File: config.mk
export PLATFORM = sky130hd
export DESIGN_NAME = ast_sequencer
export DESIGN_NICKNAME = d
export VERILOG_FILES = /design/src/ast_pkg.sv /design/src/ast_sequencer.sv
export VERILOG_INCLUDE_DIRS = /design/src /design/src/src
export SDC_FILE = /design/constraint.sdc
export NUM_CORES = 1
export LEC_CHECK = 0
export ABC_AREA = 1
export BUFFER_PORTS_ARGS = -buffer_cell sky130_fd_sc_hd__buf_2
export CORE_ASPECT_RATIO = 0.9
export CORE_MARGIN = 2
export CORE_UTILIZATION = 47
export CTS_CLUSTER_DIAMETER = 120
export DETAILED_ROUTE_END_ITERATION = 12
export GPL_TIMING_DRIVEN = 0
export SETUP_SLACK_MARGIN = 0.1
export SLEW_MARGIN = 20
export SYNTH_ARGS = -nofsm -noshare
export SYNTH_HDL_FRONTEND = slang
export SYNTH_SLANG_ARGS = --single-unit
export TNS_END_PERCENT = 30
File: constraint.sdc
create_clock -name clk_i -period 5.53 [get_ports clk_i]
set_input_delay 0.553 -clock clk_i [delete_from_list [all_inputs] [get_ports clk_i]]
set_output_delay 0.553 -clock clk_i [all_outputs]
set_load 0.02 [all_outputs]
File: src/ast_params.svh
// Register offsets, field positions, reset values and timing counts for the sequencer timing block
`ifndef AST_PARAMS_SVH
`define AST_PARAMS_SVH

// ------------------------------------------------------------------
// Register offsets
// ------------------------------------------------------------------
`define AST_OFS_IRQ_CFG     8'h12
`define AST_OFS_SLEEP_CFG   8'h13
`define AST_OFS_ACQ_CFG     8'h14
`define AST_OFS_PWR_CFG     8'h15
`define AST_OFS_SOFT_RESET_AND_IDENTIFIER      8'h16

// ------------------------------------------------------------------
// Field positions and values
// ------------------------------------------------------------------
`define AST_SLP_HALT_BIT    6
`define AST_SLP_DIV4_BIT    5
`define AST_SLP_MULT8_BIT   4
`define AST_SLP_WMASK       8'h77
`define AST_ACQ_WMASK       8'h1F
`define AST_PWR_CAL_BIT     7
`define AST_PWR_POL_BIT     6
`define AST_PWR_EN_BIT      5
`define AST_RESET_PATTERN   8'hAA
`define AST_CFG_RESET       8'h00
// Identifier with the low bit taken from the address select pin; value arbitrary
`define AST_DEVICE_ID_HI    7'h2B

// ------------------------------------------------------------------
// Timing (clock 100 MHz)
// ------------------------------------------------------------------
`define AST_CLK_MHZ         100
`define AST_STEP_US         2
`define AST_ACQ_BASE_US     6
`define AST_CONV_US         4
`define AST_SLEEP_BASE_US   2500
`define AST_STEP_CYC        (`AST_STEP_US * `AST_CLK_MHZ)
`define AST_ACQ_BASE_CYC    (`AST_ACQ_BASE_US * `AST_CLK_MHZ)
`define AST_CONV_CYC        (`AST_CONV_US * `AST_CLK_MHZ)
`define AST_SLEEP_BASE_CYC  (`AST_SLEEP_BASE_US * `AST_CLK_MHZ)

`endif

File: src/ast_pkg.sv
// Types for the sequencer timing block
`default_nettype none
package ast_pkg;

  typedef enum logic [2:0] {
    ST_IDLE,
    ST_POWER_UP,
    ST_ACQUIRE,
    ST_CONVERT,
    ST_SLEEP
  } ast_phase_e;

  typedef struct packed {
    logic [7:0] irq_cfg;
    logic [7:0] sleep_cfg;
    logic [7:0] acq_cfg;
    logic [7:0] pwr_cfg;
  } ast_cfg_s;

  typedef struct packed {
    logic       wr;
    logic       rd;
    logic [7:0] addr;
    logic [7:0] wdata;
  } ast_req_s;

endpackage : ast_pkg
`default_nettype wire

File: src/ast_sequencer.sv
// Timing configuration registers and measurement sequencer
//
// Notes on behaviour
// - Halt bit clear: conversions continue whatever the control event status.
// - Halt bit set: stop on control event; resume only once it is cleared.
// - Irq field picks the event: 00x alarm, 01x one done, 11x four done.
// - Divider bit set divides the sleep period by four; clear gives one.
// - Multiplier bit set scales the sleep period by eight; clear gives one.
// - Base sleep code 0 is 2.5 ms, doubling per code up to 320 ms.
// - Acquisition lasts field times 2 us plus 6 us before each conversion.
// - Calibration bit set routes channel three selection to analog ground.
// - Amplifier power output active low at polarity 0, high at 1.
// - Amplifier power output disabled at enable 0, enabled at 1 in power-up, acquire and convert.
// - Power-up delay is field times 2 us; zero gives a single clock cycle.
// - Identifier read returns fixed code, low bit from address select pin.
// - Writing 10101010 to the identifier register resets the configuration registers and the sequencer.
// - Auto-scan: power-up, acquire, convert, sleep repeat once per channel.
`timescale 1ns/1ps
`default_nettype none
`include "ast_params.svh"

module ast_sequencer #(
  parameter int unsigned CHANNELS       = 4,
  parameter int unsigned SLEEP_BASE_CYC = `AST_SLEEP_BASE_CYC
) (
  // Clock and reset
  input  wire logic       clk_i,
  input  wire logic       arst_n_i,
  // Register access port
  input  wire logic       reg_wr_i,
  input  wire logic       reg_rd_i,
  input  wire logic [7:0] reg_addr_i,
  input  wire logic [7:0] reg_wdata_i,
  output logic      [7:0] reg_rdata_o,
  // Pin and sequencer control
  input  wire logic       bus_address_select_pin_i,
  input  wire logic       scan_run_i,
  input  wire logic       alarm_event_i,
  input  wire logic       event_clear_i,
  // Sequencer state
  output logic      [1:0] channel_o,
  output logic            converting_o,
  output logic            conv_done_o,
  output logic            scan_done_o,
  output logic            halted_o,
  output logic            channel_three_select_o,
  output logic            analog_ground_select_o,
  output logic            amp_power_control_pin_o,
  output logic            soft_reset_o
);

  // ------------------------------------------------------------------
  // Elaboration checks
  // ------------------------------------------------------------------
  if (CHANNELS != 4) begin : g_chk_ch
    $error("ast_sequencer: CHANNELS must be 4");
  end
  if (SLEEP_BASE_CYC < 4) begin : g_chk_slp
    $error("ast_sequencer: SLEEP_BASE_CYC must be at least 4");
  end

  localparam int CW = 40;

  // ------------------------------------------------------------------
  // Register file
  // ------------------------------------------------------------------
  ast_pkg::ast_cfg_s cfg_q;
  ast_pkg::ast_cfg_s cfg_d;
  logic       srst_q;
  logic       srst_d;
  logic [7:0] rdata_q;
  logic [7:0] rdata_d;

  always_comb begin
    cfg_d   = cfg_q;
    srst_d  = 1'b0;
    rdata_d = rdata_q;
    if (srst_q) begin
      cfg_d = '0;
    end else if (reg_wr_i) begin
      case (reg_addr_i)
        `AST_OFS_IRQ_CFG:   cfg_d.irq_cfg = reg_wdata_i;
        // Reserved bits of the sleep and acquisition registers are kept zero even if software writes them
        `AST_OFS_SLEEP_CFG: cfg_d.sleep_cfg = reg_wdata_i & `AST_SLP_WMASK;
        `AST_OFS_ACQ_CFG:   cfg_d.acq_cfg = reg_wdata_i & `AST_ACQ_WMASK;
        `AST_OFS_PWR_CFG:   cfg_d.pwr_cfg = reg_wdata_i;
        `AST_OFS_SOFT_RESET_AND_IDENTIFIER:    srst_d = (reg_wdata_i == `AST_RESET_PATTERN);
        default:            cfg_d = cfg_q;
      endcase
    end
    if (reg_rd_i) begin
      case (reg_addr_i)
        `AST_OFS_IRQ_CFG:   rdata_d = cfg_q.irq_cfg;
        `AST_OFS_SLEEP_CFG: rdata_d = cfg_q.sleep_cfg;
        `AST_OFS_ACQ_CFG:   rdata_d = cfg_q.acq_cfg;
        `AST_OFS_PWR_CFG:   rdata_d = cfg_q.pwr_cfg;
        `AST_OFS_SOFT_RESET_AND_IDENTIFIER:    rdata_d = {`AST_DEVICE_ID_HI, bus_address_select_pin_i};
        default:            rdata_d = 8'h00;
      endcase
    end
  end

  always_ff @(posedge clk_i or negedge arst_n_i) begin
    if (!arst_n_i) begin
      cfg_q   <= '0;
      srst_q  <= 1'b0;
      rdata_q <= 8'h00;
    end else begin
      cfg_q   <= cfg_d;
      srst_q  <= srst_d;
      rdata_q <= rdata_d;
    end
  end

  assign reg_rdata_o  = rdata_q;
  assign soft_reset_o = srst_q;

  // ------------------------------------------------------------------
  // Phase lengths
  // ------------------------------------------------------------------
  logic          halt_en;
  logic [2:0]    evt_sel;
  logic [CW-1:0] pwr_len;
  logic [CW-1:0] acq_len;
  logic [CW-1:0] slp_len;

  always_comb begin
    halt_en = cfg_q.sleep_cfg[`AST_SLP_HALT_BIT];
    evt_sel = cfg_q.irq_cfg[4:2];
    pwr_len = CW'(cfg_q.pwr_cfg[4:0]) * CW'(`AST_STEP_CYC);
    acq_len = CW'(cfg_q.acq_cfg[4:0]) * CW'(`AST_STEP_CYC)
            + CW'(`AST_ACQ_BASE_CYC);
    slp_len = CW'(SLEEP_BASE_CYC) << cfg_q.sleep_cfg[2:0];
    if (cfg_q.sleep_cfg[`AST_SLP_MULT8_BIT]) begin
      slp_len = slp_len << 3;
    end
    if (cfg_q.sleep_cfg[`AST_SLP_DIV4_BIT]) begin
      slp_len = slp_len >> 2;
    end
  end

  // ------------------------------------------------------------------
  // Sequencer
  // ------------------------------------------------------------------
  ast_pkg::ast_phase_e phase_q;
  ast_pkg::ast_phase_e phase_d;
  logic [CW-1:0] cnt_q;
  logic [CW-1:0] cnt_d;
  logic [1:0]    ch_q;
  logic [1:0]    ch_d;
  logic          halt_q;
  logic          halt_d;
  logic          done_q;
  logic          done_d;
  logic          sdone_q;
  logic          sdone_d;
  logic          evt;

  always_comb begin
    phase_d = phase_q;
    cnt_d   = cnt_q;
    ch_d    = ch_q;
    halt_d  = halt_q;
    done_d  = 1'b0;
    sdone_d = 1'b0;
    // Event selection follows the irq configuration field
    case (evt_sel)
      3'h0, 3'h1: evt = alarm_event_i;
      3'h2, 3'h3: evt = done_q;
      3'h6, 3'h7: evt = sdone_q;
      default:    evt = 1'b0;
    endcase
    // Event wins over a clear in the same cycle; only halts when enabled
    if (halt_en && evt) begin
      halt_d = 1'b1;
    end else if (event_clear_i || !halt_en) begin
      halt_d = 1'b0;
    end
    if (srst_q || !scan_run_i) begin
      phase_d = ast_pkg::ST_IDLE;
      cnt_d   = '0;
      ch_d    = 2'h0;
      halt_d  = 1'b0;
    end else if (halt_d && phase_q != ast_pkg::ST_CONVERT) begin
      phase_d = ast_pkg::ST_IDLE;
      cnt_d   = '0;
    end else begin
      case (phase_q)
        ast_pkg::ST_IDLE: begin
          phase_d = ast_pkg::ST_POWER_UP;
          cnt_d   = pwr_len;
        end
        ast_pkg::ST_POWER_UP: begin
          if (cnt_q <= CW'(1)) begin
            phase_d = ast_pkg::ST_ACQUIRE;
            cnt_d   = acq_len;
          end else begin
            cnt_d = cnt_q - CW'(1);
          end
        end
        ast_pkg::ST_ACQUIRE: begin
          if (cnt_q <= CW'(1)) begin
            phase_d = ast_pkg::ST_CONVERT;
            cnt_d   = CW'(`AST_CONV_CYC);
          end else begin
            cnt_d = cnt_q - CW'(1);
          end
        end
        ast_pkg::ST_CONVERT: begin
          if (cnt_q <= CW'(1)) begin
            done_d  = 1'b1;
            sdone_d = (ch_q == 2'h3);
            phase_d = ast_pkg::ST_SLEEP;
            cnt_d   = slp_len;
          end else begin
            cnt_d = cnt_q - CW'(1);
          end
        end
        ast_pkg::ST_SLEEP: begin
          if (cnt_q <= CW'(1)) begin
            ch_d    = ch_q + 2'h1;
            phase_d = ast_pkg::ST_POWER_UP;
            cnt_d   = pwr_len;
          end else begin
            cnt_d = cnt_q - CW'(1);
          end
        end
        default: begin
          phase_d = ast_pkg::ST_IDLE;
          cnt_d   = '0;
        end
      endcase
    end
  end

  always_ff @(posedge clk_i or negedge arst_n_i) begin
    if (!arst_n_i) begin
      phase_q <= ast_pkg::ST_IDLE;
      cnt_q   <= '0;
      ch_q    <= 2'h0;
      halt_q  <= 1'b0;
      done_q  <= 1'b0;
      sdone_q <= 1'b0;
    end else begin
      phase_q <= phase_d;
      cnt_q   <= cnt_d;
      ch_q    <= ch_d;
      halt_q  <= halt_d;
      done_q  <= done_d;
      sdone_q <= sdone_d;
    end
  end

  // ------------------------------------------------------------------
  // Pin outputs
  // ------------------------------------------------------------------
  logic amp_on_q;
  logic amp_on_d;
  logic ch3_q;
  logic ch3_d;
  logic analog_ground_q;
  logic analog_ground_d;

  always_comb begin
    // Amplifier is powered through power-up, acquire and convert phases
    amp_on_d = cfg_q.pwr_cfg[`AST_PWR_EN_BIT]
             && (phase_d == ast_pkg::ST_POWER_UP || phase_d == ast_pkg::ST_ACQUIRE
                 || phase_d == ast_pkg::ST_CONVERT);
    ch3_d  = (phase_d != ast_pkg::ST_IDLE) && (ch_d == 2'h3)
           && !cfg_q.pwr_cfg[`AST_PWR_CAL_BIT];
    analog_ground_d = (phase_d != ast_pkg::ST_IDLE) && (ch_d == 2'h3)
           && cfg_q.pwr_cfg[`AST_PWR_CAL_BIT];
  end

  always_ff @(posedge clk_i or negedge arst_n_i) begin
    if (!arst_n_i) begin
      amp_on_q <= 1'b0;
      ch3_q    <= 1'b0;
      analog_ground_q   <= 1'b0;
    end else begin
      amp_on_q <= amp_on_d;
      ch3_q    <= ch3_d;
      analog_ground_q   <= analog_ground_d;
    end
  end

  // Polarity bit chooses the active level of the amplifier power pin
  assign amp_power_control_pin_o = amp_on_q ~^ cfg_q.pwr_cfg[`AST_PWR_POL_BIT];
  assign channel_three_select_o  = ch3_q;
  assign analog_ground_select_o  = analog_ground_q;
  assign channel_o               = ch_q;
  assign converting_o            = (phase_q == ast_pkg::ST_CONVERT);
  assign conv_done_o             = done_q;
  assign scan_done_o             = sdone_q;
  assign halted_o                = halt_q;

endmodule : ast_sequencer
`default_nettype wire

==> parameters.txt, run 1 <==
Parameter                              Value

Synthesis
  Prevailing post-synth register cell    sky130_fd_sc_hd__dfrtp_1
  Unique cell type count in the Yosys netlist    49
  Count of mapped cells out of synthesis    925
  Post-Syn Area per Cell    7.14 µm²
  Adder and majority cell fraction of the synthesized area    9.13%
  Largest area contributor in the netlist    sky130_fd_sc_hd__dfrtp_1
  Total of flip-flops plus latches after synthesis    87
  Combinational family with the most area after synthesis    simple AND/OR/NAND/NOR gates
  Area share of the leading cell type in the synthesized netlist    33.0%
  Top-count cell post-synth    sky130_fd_sc_hd__nand2_1
  Fraction of the mapped netlist area in simple logic gates    32.3%
  Portion of the post-synthesis area used by sequential elements    33.0%
  Fraction of the mapped netlist area in compound gates    13.2%
  Most frequent cells after synthesis    sky130_fd_sc_hd__nand2_1, sky130_fd_sc_hd__nor2_1, sky130_fd_sc_hd__inv_1
  Synthesized netlist net count    996
  Dominant cells by area after synthesis    sky130_fd_sc_hd__dfrtp_1, sky130_fd_sc_hd__nand2_1, sky130_fd_sc_hd__ha_1
  Multiplexer share of the synthesized area    0%
  Warnings from Yosys    0
  Proportion of synthesized flip-flops having asynchronous set or reset    100%
  Synth Cell Area    6610 µm²
  Post-synth EDFFs    0
  Xor-xnor portion of the synthesized cell area    4.64%

Clock network
  Total clock buffers created by CTS    9
  CTS sink cnt    87
  Maximum clock path buffer count    2
  Count of instances resized after the clock tree is built    0
  Post-CTS Repair Setup Buffers    0
  Depth of the CTS H-tree    3
  CTS tree    yes
  Skew-Pair Late Insertion Delay    0.36 ns
  Cell chosen for the clock root    sky130_fd_sc_hd__clkbuf_16
  Clock transition at the register clock pins on the worst setup and hold paths after CTS    0.06 ns
  Cts-stage hold buffer count    0

Setup path
  Worst r2r src    cfg_q[8]
  Critical Path AT    3.30 ns
  Endpoint of the most critical register-to-register path    cnt_q[11]
  Setup CP Type    flop to flop
  CP Capture Type    flop
  Reg-to-reg setup timing slack    2.51 ns
  CP Data Required Time    5.81 ns
  Launching element type of the critical path    flop
  Cell depth of the worst flop-to-flop path    13
  Top fanout value on the critical path    6

Pwr
  Peak supply drop    403 µV
  Post-route total power    3.69 mW
  Power per Cell Area    500 nW/µm²
  Leakage power summed over all cells    3.84 nW

Global routing
  Total congestion overflow after global routing    0
  Wire length of the first global-routing pass    30300 µm
  Number of antenna violations at the first check in global routing    0
  Total routing resource utilization after global routing    26.6%
  Vias in the first global route    5703
  Largest net degree at the start of global routing    48

Finish
  End-of-flow core utilization    53.1%
  Final standard cell area without fillers    7380 µm²
  Count of antenna diodes in the layout    0
  Ratio of cells with drive above 1 in the final layout    11.0%
  Number of nets in the final layout    1049
  Layout Area Growth over Synthesis    11.6%

Route
  Remaining antenna violation count after routing    0
  Via total after detailed routing    6287
  Routed wirelength normalized by instance count    16.0 µm
  Remaining DRCs    0
  Post-Route WL    18800 µm
  Detailed router's first-iteration violation count    566
  Via density per instance    5.35
  Pre-Repair DR Iteration Count    5

Placed design
  Area post-placement    7090 µm²
  Weighted congestion at the end of routability-driven global placement    0.942
  Number of buffer cells added on primary ports    41
  Final HPWL DP    15000 µm

STA
  Setup-violating endpoint count in the final report    0
  Fin crit share    54.6%
  Post-Route Setup TNS    0 ns
  Final max-slew violation count    0
  Number of hold violations in the final report    0
  RSZ-0062 raised after global routing    no
  Relative max-transition margin    59.8%
  Worst Max-Slew Pin Slew    0.604 ns
  Post-layout min period    3.02 ns
  Clk_skew    0.0124 ns
  Timing-limited maximum frequency    331 MHz

Floorplan
  Die Y-Extent    116 µm
  Die width    129 µm
  Top-level I/O count    42
  Core Rows    41
  Starting utilization of the core area    47.5%
  Std-Cell Core Area    13900 µm²
  Die outline area    15000 µm²

Outcome
  Result of the run    finished, final reports clean

Min path
  HP Class    input pin to async pin

Run
  Number of max-cap violations    0
==> metal layers <==
| metal | global-route usage, % | wire length, µm |
|---|---|---|
| met1 | 40.7 | 9690 |
| met2 | 37.8 | 7650 |
| met3 | 4.81 | 1040 |
| met4 | 8.19 | 413 |
| met5 | 0 | 0 |
==> critical path, cell delays in order (launching register included) <==
cell                      delay (ns)
sky130_fd_sc_hd__dfrtp_1        0.46
sky130_fd_sc_hd__inv_1          0.11
sky130_fd_sc_hd__ha_1           0.35
sky130_fd_sc_hd__ha_1           0.29
sky130_fd_sc_hd__ha_1           0.18
sky130_fd_sc_hd__inv_1          0.06
sky130_fd_sc_hd__fa_1           0.39
sky130_fd_sc_hd__xor2_1         0.30
sky130_fd_sc_hd__nand2_1        0.13
sky130_fd_sc_hd__nand3_1        0.12
sky130_fd_sc_hd__nand2_1        0.05
sky130_fd_sc_hd__o21ai_0        0.25
sky130_fd_sc_hd__nand3_1        0.12
sky130_fd_sc_hd__a21oi_1        0.14
==> report_power, final <==
group	internal, mW	total [mW]	switching (mW)
logic	0.717	2.23	1.52
clock network	0.323	0.608	0.284
registers	0.742	0.848	0.105
==> layout make-up <==
type	count	area (µm²)
Clock buffer	10	239
Buffer	18	92.6
Inverter	113	424
Timing Repair Buffer	42	239
Tap cell	193	241
Sequential cell	87	2180
Multi-Input combinational cell	707	3910
Fill cell	1441	6530
Clock inverter	6	50.0
==> sequential cells by signal, summed over array words and instances (netlist names) <==
name / count
cnt_q: 40
cfg_q: 27
reg_rdata_o: 8
phase_q: 3
channel_o: 2
amp_on_q: 1
analog_ground_select_o: 1
channel_three_select_o: 1
conv_done_o: 1
halted_o: 1
scan_done_o: 1
soft_reset_o: 1
==> placed cells by master, fill, tap and decap left out, types with 4 or more instances in the layout <==
master / Yosys / layout
sky130_fd_sc_hd__nor2_1: 116 / 116
sky130_fd_sc_hd__clkbuf_16: 0 / 9
sky130_fd_sc_hd__or2_2: 4 / 4
sky130_fd_sc_hd__inv_2: 6 / 6
sky130_fd_sc_hd__nand3b_1: 4 / 4
sky130_fd_sc_hd__ha_1: 45 / 45
sky130_fd_sc_hd__inv_1: 107 / 107
sky130_fd_sc_hd__nand4_1: 18 / 18
sky130_fd_sc_hd__o21ai_0: 71 / 71
sky130_fd_sc_hd__a21oi_1: 47 / 47
sky130_fd_sc_hd__nor2_2: 12 / 12
sky130_fd_sc_hd__nand3_1: 64 / 64
sky130_fd_sc_hd__xor2_1: 26 / 26
sky130_fd_sc_hd__buf_2: 2 / 42
sky130_fd_sc_hd__o21ai_1: 4 / 4
sky130_fd_sc_hd__clkbuf_1: 12 / 12
sky130_fd_sc_hd__dfrtp_1: 87 / 87
sky130_fd_sc_hd__nor3_1: 10 / 10
sky130_fd_sc_hd__buf_6: 3 / 4
sky130_fd_sc_hd__xnor2_1: 9 / 9
sky130_fd_sc_hd__o21a_1: 4 / 4
sky130_fd_sc_hd__nand2_1: 210 / 210
sky130_fd_sc_hd__o22ai_1: 16 / 16
sky130_fd_sc_hd__nand2_2: 6 / 6
==> kinds of logic (layout without fill, tap and decap cells) <==
family	Yosys count	after routing
AND/OR/NAND/NOR	467	467
AO/OA/AOI/OAI	158	158
buffers and inverters	131	189
flip-flops	87	87
adder cells (fa/ha/maj)	47	47
XOR/XNOR	35	35
==> metrics by stage <==
| stage | worst slack, ns | std cells | hold WS (ns) |
|---|---|---|---|
| after detailed placement | 2.47 | 1160 | 0.456 |
| after global routing | 2.22 | 1176 | 0.147 |
| after global placement | 2.47 | 1159 | 0.449 |
| final | 2.51 | 1176 | 0.114 |
| after CTS | 2.45 | 1176 | 0.133 |
| after floorplan | 2.95 | 925 | 0.257 |
==> worst max path at each step <==
| stage | start | to | slack, ns | depth (start not counted) |
|---|---|---|---|---|
| floorplan | cfg_q[8] | cnt_q[12] | 2.95 | 17 |
| global placement | cfg_q[8] | cnt_q[11] | 2.47 | 13 |
| detailed placement | cfg_q[8] | cnt_q[11] | 2.47 | 13 |
| CTS | cfg_q[8] | cnt_q[13] | 2.45 | 14 |
| global route | cfg_q[8] | cnt_q[13] | 2.22 | 14 |
| finish | cfg_q[8] | cnt_q[11] | 2.51 | 13 |
Power figures use the tool's default switching activity.
==> run 2: changes to the inputs <==
--- a/config.mk
+++ b/config.mk
@@ -14,6 +14,7 @@
 export CTS_CLUSTER_DIAMETER = 120
 export DETAILED_ROUTE_END_ITERATION = 12
 export GPL_TIMING_DRIVEN = 0
+export PLACE_DENSITY = 0.67
 export SETUP_SLACK_MARGIN = 0.1
 export SLEW_MARGIN = 20
 export SYNTH_ARGS = -nofsm -noshare
==> constraint.sdc (replaced) <==
create_clock -name clk_i -period 2.7 [get_ports clk_i]
set_input_delay 0.27 -clock clk_i [delete_from_list [all_inputs] [get_ports clk_i]]
set_output_delay 0.27 -clock clk_i [all_outputs]
set_load 0.02 [all_outputs]
==> run 2 against run 1 <==
Setup slack worse by 2.4 ns. Total power rose by 110%. Non-clock buffer count increased by 13. Flip-flop and latch count unchanged. Wire length increased by 3.2%. Critical path type unchanged. Critical endpoint is now cnt_q[12]. Largest power group unchanged. Highest routed layer unchanged.
==> parameters.txt, run 2 (synthesized netlist as in run 1, its figures left out) <==
Parameter                              Value

Route
  Detailed router's first-iteration violation count    536 (-5.3%)
  Remaining antenna violation count after routing    0 (unchanged)
  Post-Route WL    19400 µm (+3.2%)
  Remaining DRCs    0 (unchanged)
  Via density per instance    5.41 (+1.1%)
  Routed wirelength normalized by instance count    16.3 µm (+2.0%)
  Pre-Repair DR Iteration Count    5 (unchanged)
  Via total after detailed routing    6427 (+2.2%)

Clock network
  Skew-Pair Late Insertion Delay    0.36 ns (about the same)
  Maximum clock path buffer count    2 (unchanged)
  Depth of the CTS H-tree    3 (unchanged)
  Total clock buffers created by CTS    9 (unchanged)
  CTS tree    yes
  CTS sink cnt    87 (unchanged)
  Clock transition at the register clock pins on the worst setup and hold paths after CTS    0.07 ns (about the same)
  Cell chosen for the clock root    sky130_fd_sc_hd__clkbuf_16

STA
  Timing-limited maximum frequency    383 MHz (+16%)
  Fin crit share    96.6% (+42 points)
  Final max-slew violation count    0 (unchanged)
  Post-Route Setup TNS    0 ns (unchanged)
  Relative max-transition margin    57.6% (-2.2 points)
  Clk_skew    0.0109 ns (-0.00153 ns)
  Post-layout min period    2.61 ns (-0.413 ns)
  Worst Max-Slew Pin Slew    0.637 ns (+0.0329 ns)
  RSZ-0062 raised after global routing    yes
  Setup-violating endpoint count in the final report    0 (unchanged)
  Number of hold violations in the final report    0 (unchanged)

Pwr
  Power per Cell Area    987 nW/µm² (+97%)
  Leakage power summed over all cells    3.89 nW (+1.3%)
  Peak supply drop    598 µV (+48%)

Finish
  Number of flip-flops under the largest register name    40 (unchanged)
  Most used cells in the layout excluding fill and tap cells    sky130_fd_sc_hd__nand2_1, sky130_fd_sc_hd__nor2_1, sky130_fd_sc_hd__inv_1
  Final standard cell area without fillers    7840 µm² (+6.3%)
  Most flops, register    cnt_q
  Ratio of cells with drive above 1 in the final layout    17.8% (+6.8 points)
  End-of-flow core utilization    56.4% (+3.4 points)
  Number of nets in the final layout    1062 (+1.2%)
  Layout Area Growth over Synthesis    18.7%
  Most common cell after layout, fill and taps aside    sky130_fd_sc_hd__nand2_1
  Count of antenna diodes in the layout    0 (unchanged)

Global routing
  Total routing resource utilization after global routing    27.0% (+0.44 points)
  Largest net degree at the start of global routing    66 (+38%)
  Wire length of the first global-routing pass    31300 µm (+3.3%)
  Vias in the first global route    5968 (+4.6%)
  Number of antenna violations at the first check in global routing    0 (unchanged)
  Total congestion overflow after global routing    0 (unchanged)

Placed design
  Number of buffer cells added on primary ports    41 (unchanged)
  Area post-placement    7090 µm² (unchanged)
  Weighted congestion at the end of routability-driven global placement    0.971 (+3.1%)
  Final HPWL DP    14700 µm (-2.0%)

Min path
  HP Class    input pin to flop
  Number of cells traversed by the worst hold path    3
  Worst Hold End    soft_reset_o
  Hold Crit Start    reg_wdata_i[2]

Setup path
  Critical path's largest stage delay    0.42 ns (-0.04 ns)
  Reg-to-reg setup timing slack    0.09 ns (-2.42 ns)
  Endpoint of the most critical register-to-register path    cnt_q[12]
  Cell depth of the worst flop-to-flop path    17 (+4)
  Cell with the largest stage delay on the worst path    sky130_fd_sc_hd__dfrtp_2
  CP Capture Type    flop
  Setup CP Type    flop to flop
  Top fanout value on the critical path    4 (-2)
  Critical path origin    cfg_q[8]
  Cells along the critical path    inv_2 > ha_4 > ha_4 > ha_4 > inv_2 > fa_2 > inv_2 > nand3_2 > nand2_4 > xor2_4 > inv_1 > nor2_1 > nand2_1 > nand3_2 > nand2_2 > nand2_2 > a21oi_2
  CP Data Required Time    2.91 ns (-2.90 ns)
  Worst r2r src    cfg_q[8]
  Critical Path AT    2.82 ns (-0.48 ns)
  Launching element type of the critical path    flop

Outcome
  Result of the run    finished, final reports clean

Floorplan
  Die Y-Extent    116 µm (unchanged)
  Die outline area    15000 µm² (unchanged)
  Die width    129 µm (unchanged)
  Top-level I/O count    42 (unchanged)
  Core Rows    41 (unchanged)
  Starting utilization of the core area    47.5% (unchanged)
  Std-Cell Core Area    13900 µm² (unchanged)

Run
  Number of max-cap violations    0 (unchanged)
run 2: changes by cell type in the layout (fill, tap and decap cells not counted), sizes merged:
| cell | previous run | this run |
|---|---|---|
| buf | 48 | 60 |
| bufinv | 0 | 2 |
| clkbuf | 22 | 21 |
| dlygate4sd3 | 0 | 1 |
| inv | 116 | 115 |
run 2: final cells by class:
| cell class | count | area, µm² |
|---|---|---|
| fill | 1339 | 6060 |
| multi-input combinational | 707 | 4230 |
| sequential | 87 | 2190 |
| inverter | 113 | 424 |
| timing repair buffer | 55 | 343 |
| tap | 193 | 241 |
| clock buffer | 9 | 225 |
| clock inverter | 7 | 103 |
| buffer | 18 | 92.6 |
run 2: how the worst max path moves through the flow:
stage	to	slack (ns)
5_1_grt	cnt_q[12]	-0.06
2_1_floorplan	cnt_q[12]	0.12
3_3_place_gp	cnt_q[13]	-0.42
3_5_place_dp	cnt_q[13]	-0.45
6_report	cnt_q[12]	0.09
4_1_cts	cnt_q[11]	0.1
run 2: per-layer routing:
metal  wire length [µm]  vias to the layer above  track usage, %
met5                  0                        -               0
met4                450                        0            6.96
met3               1420                       34            5.50
met2               7900                      231            38.4
met1               9610                     2998            41.6
li1                   -                     3164               -
run 2: report_power, final:
| part | leakage (nW) | internal (mW) | switching, mW |
|---|---|---|---|
| registers | 1.19 | 1.52 | 0.223 |
| logic | 2.55 | 1.52 | 3.08 |
| clock network | 0.157 | 0.821 | 0.570 |
| total | 3.89 | 3.87 | 3.87 |
run 2: timing repair:
action | CTS | global route
gates resized for setup | 35 | 32
endpoints found under the setup margin | 6 | 6
hold buffers | 1 | 0
buffers inserted | 11 | 1
pin swaps | 11 | 18
endpoints found under the hold margin | 22 | 0
run 2: worst max-delay path, delay by kind of cell, from the launching register on:
| kind | cells | cell delay, ns |
|---|---|---|
| adder cells (fa/ha/maj) | 4 | 1.00 |
| AND/OR/NAND/NOR | 7 | 0.54 |
| flip-flops | 1 | 0.42 |
| buffers and inverters | 4 | 0.25 |
| XOR/XNOR | 1 | 0.22 |
| AO/OA/AOI/OAI | 1 | 0.04 |
run 2: stage by stage:
stage	instances	hold slack [ns]	setup WS, ns	total power [mW]
6_report	1189	0.175	0.0909	7.74
3_5_place_dp	1160	0.140	-0.450	6.16
2_1_floorplan	925	-0.0256	0.120	5.09
3_3_place_gp	1159	0.443	-0.423	6.12
5_1_grt	1189	0.171	-0.0599	8.31
4_1_cts	1188	0.170	0.0957	7.61
